`src/core/mdsu_consts.vh`:
```
// Constants of the multiply, divide and shift unit
`ifndef MDSU_CONSTS_VH
`define MDSU_CONSTS_VH

// Register addresses on the special function register port
`define MDSU_A_B0 3'h0
`define MDSU_A_B1 3'h1
`define MDSU_A_B2 3'h2
`define MDSU_A_B3 3'h3
`define MDSU_A_B4 3'h4
`define MDSU_A_B5 3'h5
`define MDSU_A_CTL 3'h6

// Control register fields
`define MDSU_CTL_CNT 4:0
`define MDSU_CTL_DIR 5
`define MDSU_CTL_NORM 6
`define MDSU_CTL_DZ 7
`define MDSU_CTL_RESET 8'h00

// Timing: clocks per machine cycle and shift speed limit
`define MDSU_MC_CLKS 12
`define MDSU_SHIFTS_PER_MC 6
`define MDSU_SHIFT_CLKS (`MDSU_MC_CLKS / `MDSU_SHIFTS_PER_MC)

// Iteration counts
`define MDSU_DIV32_STEPS 6'h20
`define MDSU_HALF_STEPS 6'h10
`define MDSU_NORM_STEPS 6'h1f

`endif

```
`src/core/mdsu_div_step.v`:
```
// One restoring division step for the multiply, divide and shift unit
`timescale 1ns/10ps
`default_nettype none

module mdsu_div_step (
  input wire [15:0] rem_in,
  input wire bit_in,
  input wire [15:0] divisor,
  output wire [15:0] rem_out,
  output wire q_bit
);

  wire [16:0] trial;
  wire [17:0] diff;

  assign trial = {rem_in, bit_in};
  assign diff = {1'b0, trial} - {2'b00, divisor};
  // Unsigned compare: no borrow means trial >= divisor
  assign q_bit = ~diff[17]; // RULE2
  assign rem_out = q_bit ? diff[15:0] : trial[15:0];

endmodule // mdsu_div_step

`default_nettype wire

```
`src/core/mdsu_mul_div_unit.v`:
```
// Multiply, divide, shift and normalize unit behind byte-wide registers
//
// Function
// RULE1: The unit does 32/16 and 16/16 division, 16x16 multiply, 32-bit normalize and shifts.
// RULE2: All operands and results are unsigned.
// RULE3: A 32/16 division gives a 32-bit quotient and 16-bit remainder within 6 machine cycles.
// RULE4: 16/16 division and 16x16 multiply finish within 4 machine cycles of 12 clocks.
// RULE5: Shift and normalize finish within 6 machine cycles, at most 6 shifts per cycle.
// RULE6: There are six byte registers for operands and results and one control register.
// RULE7: The order of the operand writes selects the operation, with no opcode field.
// RULE8: For 32/16 division the core writes bytes 0 to 3, then byte 4, then byte 5 last.
// RULE9: For 16/16 division the core writes bytes 0, 1, 4 and finally 5.
// RULE10: Multiply is written as 0, 4, 1, 5 and the product returns in bytes 0 to 3.
// RULE11: Quotient returns in bytes 0 up, remainder in bytes 4 and 5, read 0 first, 5 last.
// RULE12: Shift operand goes to bytes 0 to 3, the control write starts it, result in 0 to 3.
// RULE13: The low byte is the least significant and the high byte the most significant.
// RULE14: The control register holds shift count, direction and normalize select.
`timescale 1ns/10ps
`default_nettype none
`include "mdsu_consts.vh"

module mdsu_mul_div_unit (
  input wire clk,
  input wire rst,
  input wire sfr_wr,
  input wire sfr_rd,
  input wire [2:0] sfr_addr,
  input wire [7:0] sfr_wdata,
  output wire [7:0] sfr_rdata,
  output wire busy,
  output wire done
);
  // ***************************************************************
  // States
  // ***************************************************************
  localparam [8:0] SQ_IDLE = 9'h001;
  localparam [8:0] SQ_W0 = 9'h002;
  localparam [8:0] SQ_W01 = 9'h004;
  localparam [8:0] SQ_W012 = 9'h008;
  localparam [8:0] SQ_W0123 = 9'h010;
  localparam [8:0] SQ_W01234 = 9'h020;
  localparam [8:0] SQ_W014 = 9'h040;
  localparam [8:0] SQ_W04 = 9'h080;
  localparam [8:0] SQ_W041 = 9'h100;
  localparam [3:0] EX_IDLE = 4'h1;
  localparam [3:0] EX_DIV = 4'h2;
  localparam [3:0] EX_MUL = 4'h4;
  localparam [3:0] EX_SHF = 4'h8;
  localparam integer SHF_LAST = `MDSU_SHIFT_CLKS - 1;

  // ***************************************************************
  // Storage
  // ***************************************************************
  reg [31:0] acc_reg;
  reg [15:0] aux_reg;
  reg [15:0] wrk_reg;
  reg [7:0] ctl_reg;
  reg [5:0] left_reg;
  reg [3:0] ph_reg;
  reg [8:0] seq_reg;
  reg [3:0] ex_reg;
  reg [7:0] rdata_reg;
  reg busy_reg;
  reg done_reg;
  wire [15:0] step_rem;
  wire step_q;
  wire [16:0] mul_sum;
  assign sfr_rdata = rdata_reg;
  assign busy = busy_reg;
  assign done = done_reg;

  // ***************************************************************
  // Decoding
  // ***************************************************************
  // Track the order of operand writes
  function [8:0] next_seq;
    input [8:0] s;
    input [2:0] a;
    begin
      next_seq = SQ_IDLE;
      case (a)
        `MDSU_A_B0: next_seq = SQ_W0;
        `MDSU_A_B1:
          if (s == SQ_W0)
            next_seq = SQ_W01;
          else if (s == SQ_W04)
            next_seq = SQ_W041;
        `MDSU_A_B2:
          if (s == SQ_W01)
            next_seq = SQ_W012;
        `MDSU_A_B3:
          if (s == SQ_W012)
            next_seq = SQ_W0123;
        `MDSU_A_B4:
          if (s == SQ_W0123)
            next_seq = SQ_W01234;
          else if (s == SQ_W01)
            next_seq = SQ_W014;
          else if (s == SQ_W0)
            next_seq = SQ_W04;
        default: next_seq = SQ_IDLE;
      endcase
    end
  endfunction
  // Read multiplexer
  function [7:0] rd_byte;
    input [2:0] a;
    input [31:0] acc;
    input [15:0] aux;
    input [7:0] ctl;
    begin
      case (a)
        `MDSU_A_B0: rd_byte = acc[7:0];
        `MDSU_A_B1: rd_byte = acc[15:8];
        `MDSU_A_B2: rd_byte = acc[23:16];
        `MDSU_A_B3: rd_byte = acc[31:24];
        `MDSU_A_B4: rd_byte = aux[7:0];
        `MDSU_A_B5: rd_byte = aux[15:8];
        `MDSU_A_CTL: rd_byte = ctl; // RULE6
        default: rd_byte = 8'h00;
      endcase
    end
  endfunction
  // ***************************************************************
  // Datapath helpers
  // ***************************************************************
  mdsu_div_step u_step (
    .rem_in(wrk_reg),
    .bit_in(acc_reg[31]),
    .divisor(aux_reg),
    .rem_out(step_rem),
    .q_bit(step_q)
  );
  // Shift-add partial product, multiplicand held in wrk_reg
  assign mul_sum = {1'b0, acc_reg[31:16]} + (acc_reg[0] ? {1'b0, wrk_reg} : 17'h00000); // RULE2
  // ***************************************************************
  // Control and datapath
  // ***************************************************************
  always @(posedge clk)
  begin
    if (rst)
    begin
      acc_reg <= 32'h00000000;
      aux_reg <= 16'h0000;
      wrk_reg <= 16'h0000;
      ctl_reg <= `MDSU_CTL_RESET;
      left_reg <= 6'h00;
      ph_reg <= 4'h0;
      seq_reg <= SQ_IDLE;
      ex_reg <= EX_IDLE;
      rdata_reg <= 8'h00;
      busy_reg <= 1'b0;
      done_reg <= 1'b0;
    end
    else
    begin
      done_reg <= 1'b0;
      if (sfr_rd)
        rdata_reg <= rd_byte(sfr_addr, acc_reg, aux_reg, ctl_reg); // RULE11
      case (ex_reg) // RULE1
        EX_IDLE:
          if (sfr_wr)
          begin
            seq_reg <= next_seq(seq_reg, sfr_addr); // RULE7
            case (sfr_addr)
              `MDSU_A_B0: acc_reg[7:0] <= sfr_wdata; // RULE13
              `MDSU_A_B1: acc_reg[15:8] <= sfr_wdata;
              `MDSU_A_B2: acc_reg[23:16] <= sfr_wdata;
              `MDSU_A_B3: acc_reg[31:24] <= sfr_wdata;
              `MDSU_A_B4: aux_reg[7:0] <= sfr_wdata;
              `MDSU_A_B5:
              begin
                aux_reg[15:8] <= sfr_wdata;
                if (seq_reg == SQ_W01234)
                begin
                  // 32/16 division: dividend in bytes 0..3
                  wrk_reg <= 16'h0000; // RULE8
                  left_reg <= `MDSU_DIV32_STEPS;
                  ex_reg <= EX_DIV;
                  busy_reg <= 1'b1;
                  ctl_reg[`MDSU_CTL_DZ] <= ({sfr_wdata, aux_reg[7:0]} == 16'h0000);
                end
                else if (seq_reg == SQ_W014)
                begin
                  // 16/16 division: move dividend to the top half
                  acc_reg <= {acc_reg[15:0], 16'h0000}; // RULE9
                  wrk_reg <= 16'h0000;
                  left_reg <= `MDSU_HALF_STEPS;
                  ex_reg <= EX_DIV;
                  busy_reg <= 1'b1;
                  ctl_reg[`MDSU_CTL_DZ] <= ({sfr_wdata, aux_reg[7:0]} == 16'h0000);
                end
                else if (seq_reg == SQ_W041)
                begin
                  // Multiply: multiplier to the low half, multiplicand aside
                  wrk_reg <= acc_reg[15:0]; // RULE10
                  acc_reg <= {16'h0000, sfr_wdata, aux_reg[7:0]};
                  left_reg <= `MDSU_HALF_STEPS;
                  ex_reg <= EX_MUL;
                  busy_reg <= 1'b1;
                end
              end
              `MDSU_A_CTL:
              begin
                ctl_reg[6:0] <= sfr_wdata[6:0]; // RULE14
                ph_reg <= 4'h0;
                if (sfr_wdata[`MDSU_CTL_NORM])
                begin
                  ctl_reg[`MDSU_CTL_CNT] <= 5'h00;
                  left_reg <= `MDSU_NORM_STEPS;
                  ex_reg <= EX_SHF; // RULE12
                  busy_reg <= 1'b1;
                end
                else if (sfr_wdata[`MDSU_CTL_CNT] != 5'h00)
                begin
                  left_reg <= {1'b0, sfr_wdata[`MDSU_CTL_CNT]};
                  ex_reg <= EX_SHF; // RULE12
                  busy_reg <= 1'b1;
                end
                else
                  done_reg <= 1'b1;
              end
              default: seq_reg <= SQ_IDLE;
            endcase
          end
        EX_DIV:
        begin
          // One quotient bit per clock, quotient collects in acc_reg
          acc_reg <= {acc_reg[30:0], step_q}; // RULE3 RULE4
          wrk_reg <= step_rem;
          left_reg <= left_reg - 6'h01;
          if (left_reg == 6'h01)
          begin
            aux_reg <= step_rem; // RULE11
            ex_reg <= EX_IDLE;
            busy_reg <= 1'b0;
            done_reg <= 1'b1;
          end
        end
        EX_MUL:
        begin
          acc_reg <= {mul_sum, acc_reg[15:1]}; // RULE4 RULE10
          left_reg <= left_reg - 6'h01;
          if (left_reg == 6'h01)
          begin
            ex_reg <= EX_IDLE;
            busy_reg <= 1'b0;
            done_reg <= 1'b1;
          end
        end
        EX_SHF:
        begin
          // One position every SHIFT_CLKS clocks keeps within the speed limit
          if (ph_reg == SHF_LAST[3:0])
          begin
            ph_reg <= 4'h0; // RULE5
            if (ctl_reg[`MDSU_CTL_NORM])
            begin
              if (acc_reg[31] || (acc_reg == 32'h00000000) || (left_reg == 6'h00))
              begin
                ex_reg <= EX_IDLE;
                busy_reg <= 1'b0;
                done_reg <= 1'b1;
              end
              else
              begin
                acc_reg <= {acc_reg[30:0], 1'b0};
                ctl_reg[`MDSU_CTL_CNT] <= ctl_reg[`MDSU_CTL_CNT] + 5'h01;
                left_reg <= left_reg - 6'h01;
              end
            end
            else
            begin
              if (ctl_reg[`MDSU_CTL_DIR])
                acc_reg <= {1'b0, acc_reg[31:1]};
              else
                acc_reg <= {acc_reg[30:0], 1'b0};
              left_reg <= left_reg - 6'h01;
              if (left_reg == 6'h01)
              begin
                ex_reg <= EX_IDLE;
                busy_reg <= 1'b0;
                done_reg <= 1'b1;
              end
            end
          end
          else
            ph_reg <= ph_reg + 4'h1;
        end
        default:
        begin
          ex_reg <= EX_IDLE;
          busy_reg <= 1'b0;
        end
      endcase
    end
  end
endmodule // mdsu_mul_div_unit
`default_nettype wire

```
`config.mk`:
```
export PLATFORM = sky130hd
export DESIGN_NAME = mdsu_mul_div_unit
export DESIGN_NICKNAME = d
export VERILOG_FILES = /design/src/core/mdsu_div_step.v /design/src/core/mdsu_mul_div_unit.v
export VERILOG_INCLUDE_DIRS = /design/src /design/src/core
export SDC_FILE = /design/constraint.sdc
export NUM_CORES = 1
export LEC_CHECK = 0
export BUFFER_PORTS_ARGS = -buffer_cell sky130_fd_sc_hd__buf_2
export CAP_MARGIN = 20
export CORE_MARGIN = 5
export CORE_UTILIZATION = 40
export CTS_CLUSTER_SIZE = 28
export DETAILED_ROUTE_END_ITERATION = 12
export GPL_TIMING_DRIVEN = 0
export PLACE_DENSITY = 0.66
export SYNTH_ARGS = -nofsm -noshare
export SYNTH_HDL_FRONTEND = slang
export SYNTH_HIERARCHICAL = 1
export SYNTH_SLANG_ARGS = --single-unit
```
`constraint.sdc`:
```
create_clock -name clk -period 3.7 [get_ports clk]
set_input_delay 0.555 -clock clk [delete_from_list [all_inputs] [get_ports clk]]
set_output_delay 0.555 -clock clk [all_outputs]
set_load 0.005 [all_outputs]
```
==> parameters.txt <==
Parameter                              Value

Worst hold path
  Class of the tightest hold or removal check ... register to register
  Hold Crit Start ... busy
  Min-Delay Path Depth ... 1
  Endpoint of the worst hold path ... busy

Layout
  Non-filler cells, final ... 1338
  Ratio of cells with drive above 1 in the final layout ... 0.101
  Sequential cell area ... roughly 0.0021 mm²
  Net total in the final layout ... 1123
  Combined area of the multi-input logic cells ... between 0.005 and 0.006 mm²
  Fill cells ... roughly 2000
  Layout area overhead ... 9.19%
  Flip-flop count of the largest register, all copies and words added ... 32
  Most frequent cells in the layout ... sky130_fd_sc_hd__nor2_1, sky130_fd_sc_hd__nand2_1, sky130_fd_sc_hd__dfxtp_1
  Most frequent standard cell in the layout excluding fill and tap cells ... sky130_fd_sc_hd__nor2_1
  Total inserted antenna cells ... 0

Global routing
  Initial antenna violation count ... 0
  Pin count of the biggest net entering global routing ... 20
  All-layer global routing usage ... 0.252
  Remaining global-route overflow ... 0
  Global-route wire length before repair ... 44600 µm
  Vias in the first global route ... 7764

Clock tree
  Later-pin clock latency in the skew report ... 0.38 ns
  Clock net sink count ... 105
  Number of clock buffers inserted by TritonCTS ... 9
  Total of hold buffers inserted after clock tree synthesis ... 0
  Longest Clk Path Bufs ... 2
  Maximum level of the CTS H-tree ... 3
  Clock-pin transition on the worst setup and hold timing paths ... 0.08 ns
  Buffer type at the clock tree root ... sky130_fd_sc_hd__clkbuf_16
  TritonCTS clock tree ... built

Detailed routing
  1st-iter DRT viols ... approximately 1100
  Number of detailed-routing iterations run before antenna repair ... 8
  Wire length reported by the detailed router ... 28900 µm
  Routed len/inst ... 21.6 µm
  Total number of vias ... 8437
  Remaining routing DRC violations ... 0
  Via density ... 6.31
  DRT antenna net count ... 0

Worst setup path
  Element type at the critical path start ... register
  Endpoint of the worst-slack reg-to-reg timing path ... acc_reg[29]
  WP data required ... 3.93 ns
  Master of the slowest instance on the critical path ... sky130_fd_sc_hd__dfxtp_2
  Worst reg2reg path depth ... 13
  CP Max Fanout ... 13
  Nature of the critical path endpoint ... register
  Sequence of cells on the critical path ... clkbuf_1 > and2_1 > ha_1 > inv_1 > fa_1 > nor2b_1 > o31ai_1 > a211oi_1 > nor3_1 > nor3_2 > mux2i_1 > a211o_1 > a21oi_1
  Internal reg-to-reg setup slack ... 0.33 ns
  Critical path start-end classification ... register to register
  FF-to-FF Start ... acc_reg[0]
  Arrival time at the worst endpoint ... 3.60 ns
  Delay contributed by the slowest stage of the critical path ... 0.49 ns

Power
  Final Power ... 4.05 mW
  Cell area power density ... 464 mW/mm²
  Static leakage ... 3.35 nW
  Max VDD drop ... 0.000319 V

Yosys
  Yosys warning count ... 6
  Fraction of registers with async set or reset after synthesis ... 0
  Synthesized Nets ... about 1100
  Cell area after synthesis ... roughly 0.008 mm²
  Prevailing post-synth register cell ... sky130_fd_sc_hd__dfxtp_1
  Mean Syn Cell Area ... 7.71 µm²
  Number of enable-type register cells in the synthesized netlist ... 0
  Register bit total from synthesis ... 105
  Sequential cell area fraction in the yosys report ... 0.263
  Synth cell types ... 83
  Post-synthesis cell count ... 1038

Place
  Count of input and output buffers ... 20
  Placed instance count ... 1323
  DPL Wire Length ... 21900 µm
  Routability congestion estimate ... 1.01

STA
  Max transition margin ... 0.294
  Max-slew violations ... 0
  Slew of the pin with the lowest slew margin ... 1.06 ns
  Setup Skew ... 0.0128 ns
  Tightest hold margin ... 0.462 ns
  Time the final worst path needs with I/O delays and setup ... 3.37 ns
  Count of final hold-check violations ... 0
  Final Setup Violations ... 0
  RSZ-0062 raised after global routing ... no
  Timing-limited maximum frequency ... between 0.2 and 0.3 GHz
  Portion of the clock cycle consumed by the worst path in the final layout ... 0.910

Floorplanning
  Starting density of the core ... 0.408
  Core area ... roughly 0.020 mm²
  Number of standard-cell rows in the floorplan ... 51
  Chip Width ... 151 µm
  Count of pins on the block boundary ... 25
  Die span in y ... 151 µm
  Die ar. ... 0.0229 mm²

Status
  Status ... completed

Job
  Number of maximum-capacitance violations ... 0
[Yosys cell counts, types with 9 or more instances]
master,instances,area (µm²)
sky130_fd_sc_hd__mux2_2,9,101
sky130_fd_sc_hd__inv_1,32,120
sky130_fd_sc_hd__a21oi_1,82,410
sky130_fd_sc_hd__nor2_1,130,488
sky130_fd_sc_hd__ha_1,38,475
sky130_fd_sc_hd__dfxtp_1,105,2100
sky130_fd_sc_hd__or3_1,15,93.8
sky130_fd_sc_hd__a31oi_1,11,68.8
sky130_fd_sc_hd__nand3_1,13,65.1
sky130_fd_sc_hd__a211oi_1,20,150
sky130_fd_sc_hd__a221oi_1,22,193
sky130_fd_sc_hd__nor3_1,18,90.1
sky130_fd_sc_hd__a22oi_1,17,128
sky130_fd_sc_hd__o21ai_0,44,220
sky130_fd_sc_hd__and2_1,24,150
sky130_fd_sc_hd__mux2i_1,21,210
sky130_fd_sc_hd__clkbuf_1,48,180
sky130_fd_sc_hd__a222oi_1,13,130
sky130_fd_sc_hd__a211o_1,10,87.6
sky130_fd_sc_hd__xor2_1,16,140
sky130_fd_sc_hd__a311oi_1,34,298
sky130_fd_sc_hd__nor4_1,16,100
sky130_fd_sc_hd__o22ai_1,9,56.3
sky130_fd_sc_hd__nand2b_1,9,56.3
sky130_fd_sc_hd__a21o_1,10,75.1
sky130_fd_sc_hd__buf_2,15,75.1
sky130_fd_sc_hd__nand2_1,117,439
[routing by layer]
layer | vias up | global-route usage | wire [µm]
met3 | 99 | 0.0425 | 2860
met5 | - | 0 | 0
met4 | 0 | 0.102 | 1200
met1 | 3964 | 0.351 | 12300
li1 | 3925 | - | -
met2 | 449 | 0.386 | 12500
[worst max-delay path: cells and delay by family (launching register included)]
kind	cells	cell delay [ns]
AO/OA/AOI/OAI	4	0.71
adder cells (fa/ha/maj)	2	0.63
buffers and inverters	2	0.35
flip-flops	1	0.49
multiplexers	1	0.27
AND/OR/NAND/NOR	4	0.76
[report_power, final]
group | switching [mW] | internal (mW) | total (mW)
registers | 0.328 | 1.27 | 1.60
clock network | 0.502 | 0.492 | 0.993
logic | 0.865 | 0.596 | 1.46
[what timing repair did]
| action | CTS | global route |
|---|---|---|
| gates resized for setup | 0 | 2 |
| pin swaps | 0 | 0 |
| buffers inserted | 0 | 0 |
| endpoints found under the setup margin | 2 | 3 |
[through the flow]
stage	cell area [µm²]	worst slack, ns	util	TNS [ns]
2_1_floorplan	8000	0.702	-	0
3_3_place_gp	8430	0.0134	0.430	0
3_5_place_dp	8440	-0.0483	0.431	-0.0806
4_1_cts	8730	0.0871	0.446	0
5_1_grt	8740	0.100	0.446	0
6_report	8740	0.333	0.446	0
[kinds of logic (layout without fill, tap and decap cells)]
family | count (synthesis) | after routing | synth area share
buf+inv | 106 | 141 | 0.0568
flops | 105 | 105 | 0.263
xor+xnor | 23 | 23 | 0.0252
compound gates | 326 | 326 | 0.289
fa+ha+maj | 40 | 40 | 0.0644
mux | 41 | 41 | 0.0633
simple gates | 397 | 397 | 0.239
[worst max path at each step]
| stage | start | endpoint | slack, ns | cells after the start |
|---|---|---|---|---|
| after CTS | acc_reg[0] | acc_reg[31] | 0.09 | 13 |
| final | acc_reg[0] | acc_reg[29] | 0.33 | 13 |
| after floorplan | acc_reg[0] | acc_reg[31] | 0.70 | 14 |
| after global placement | acc_reg[0] | acc_reg[31] | 0.01 | 14 |
| after detailed placement | acc_reg[0] | acc_reg[31] | -0.05 | 14 |
| after global routing | acc_reg[0] | acc_reg[31] | 0.10 | 13 |
[final cells by class]
| cell class | instances | area share |
|---|---|---|
| clock inverters | 6 | 0.00644 |
| repair buffers | 20 | 0.0115 |
| inverters | 33 | 0.0142 |
| well taps | 265 | 0.0379 |
| multi-input cells | 827 | 0.625 |
| plain buffers | 72 | 0.0374 |
| clock buffers | 10 | 0.0274 |
| flip-flops and latches | 105 | 0.241 |
Power figures use the tool's default switching activity.
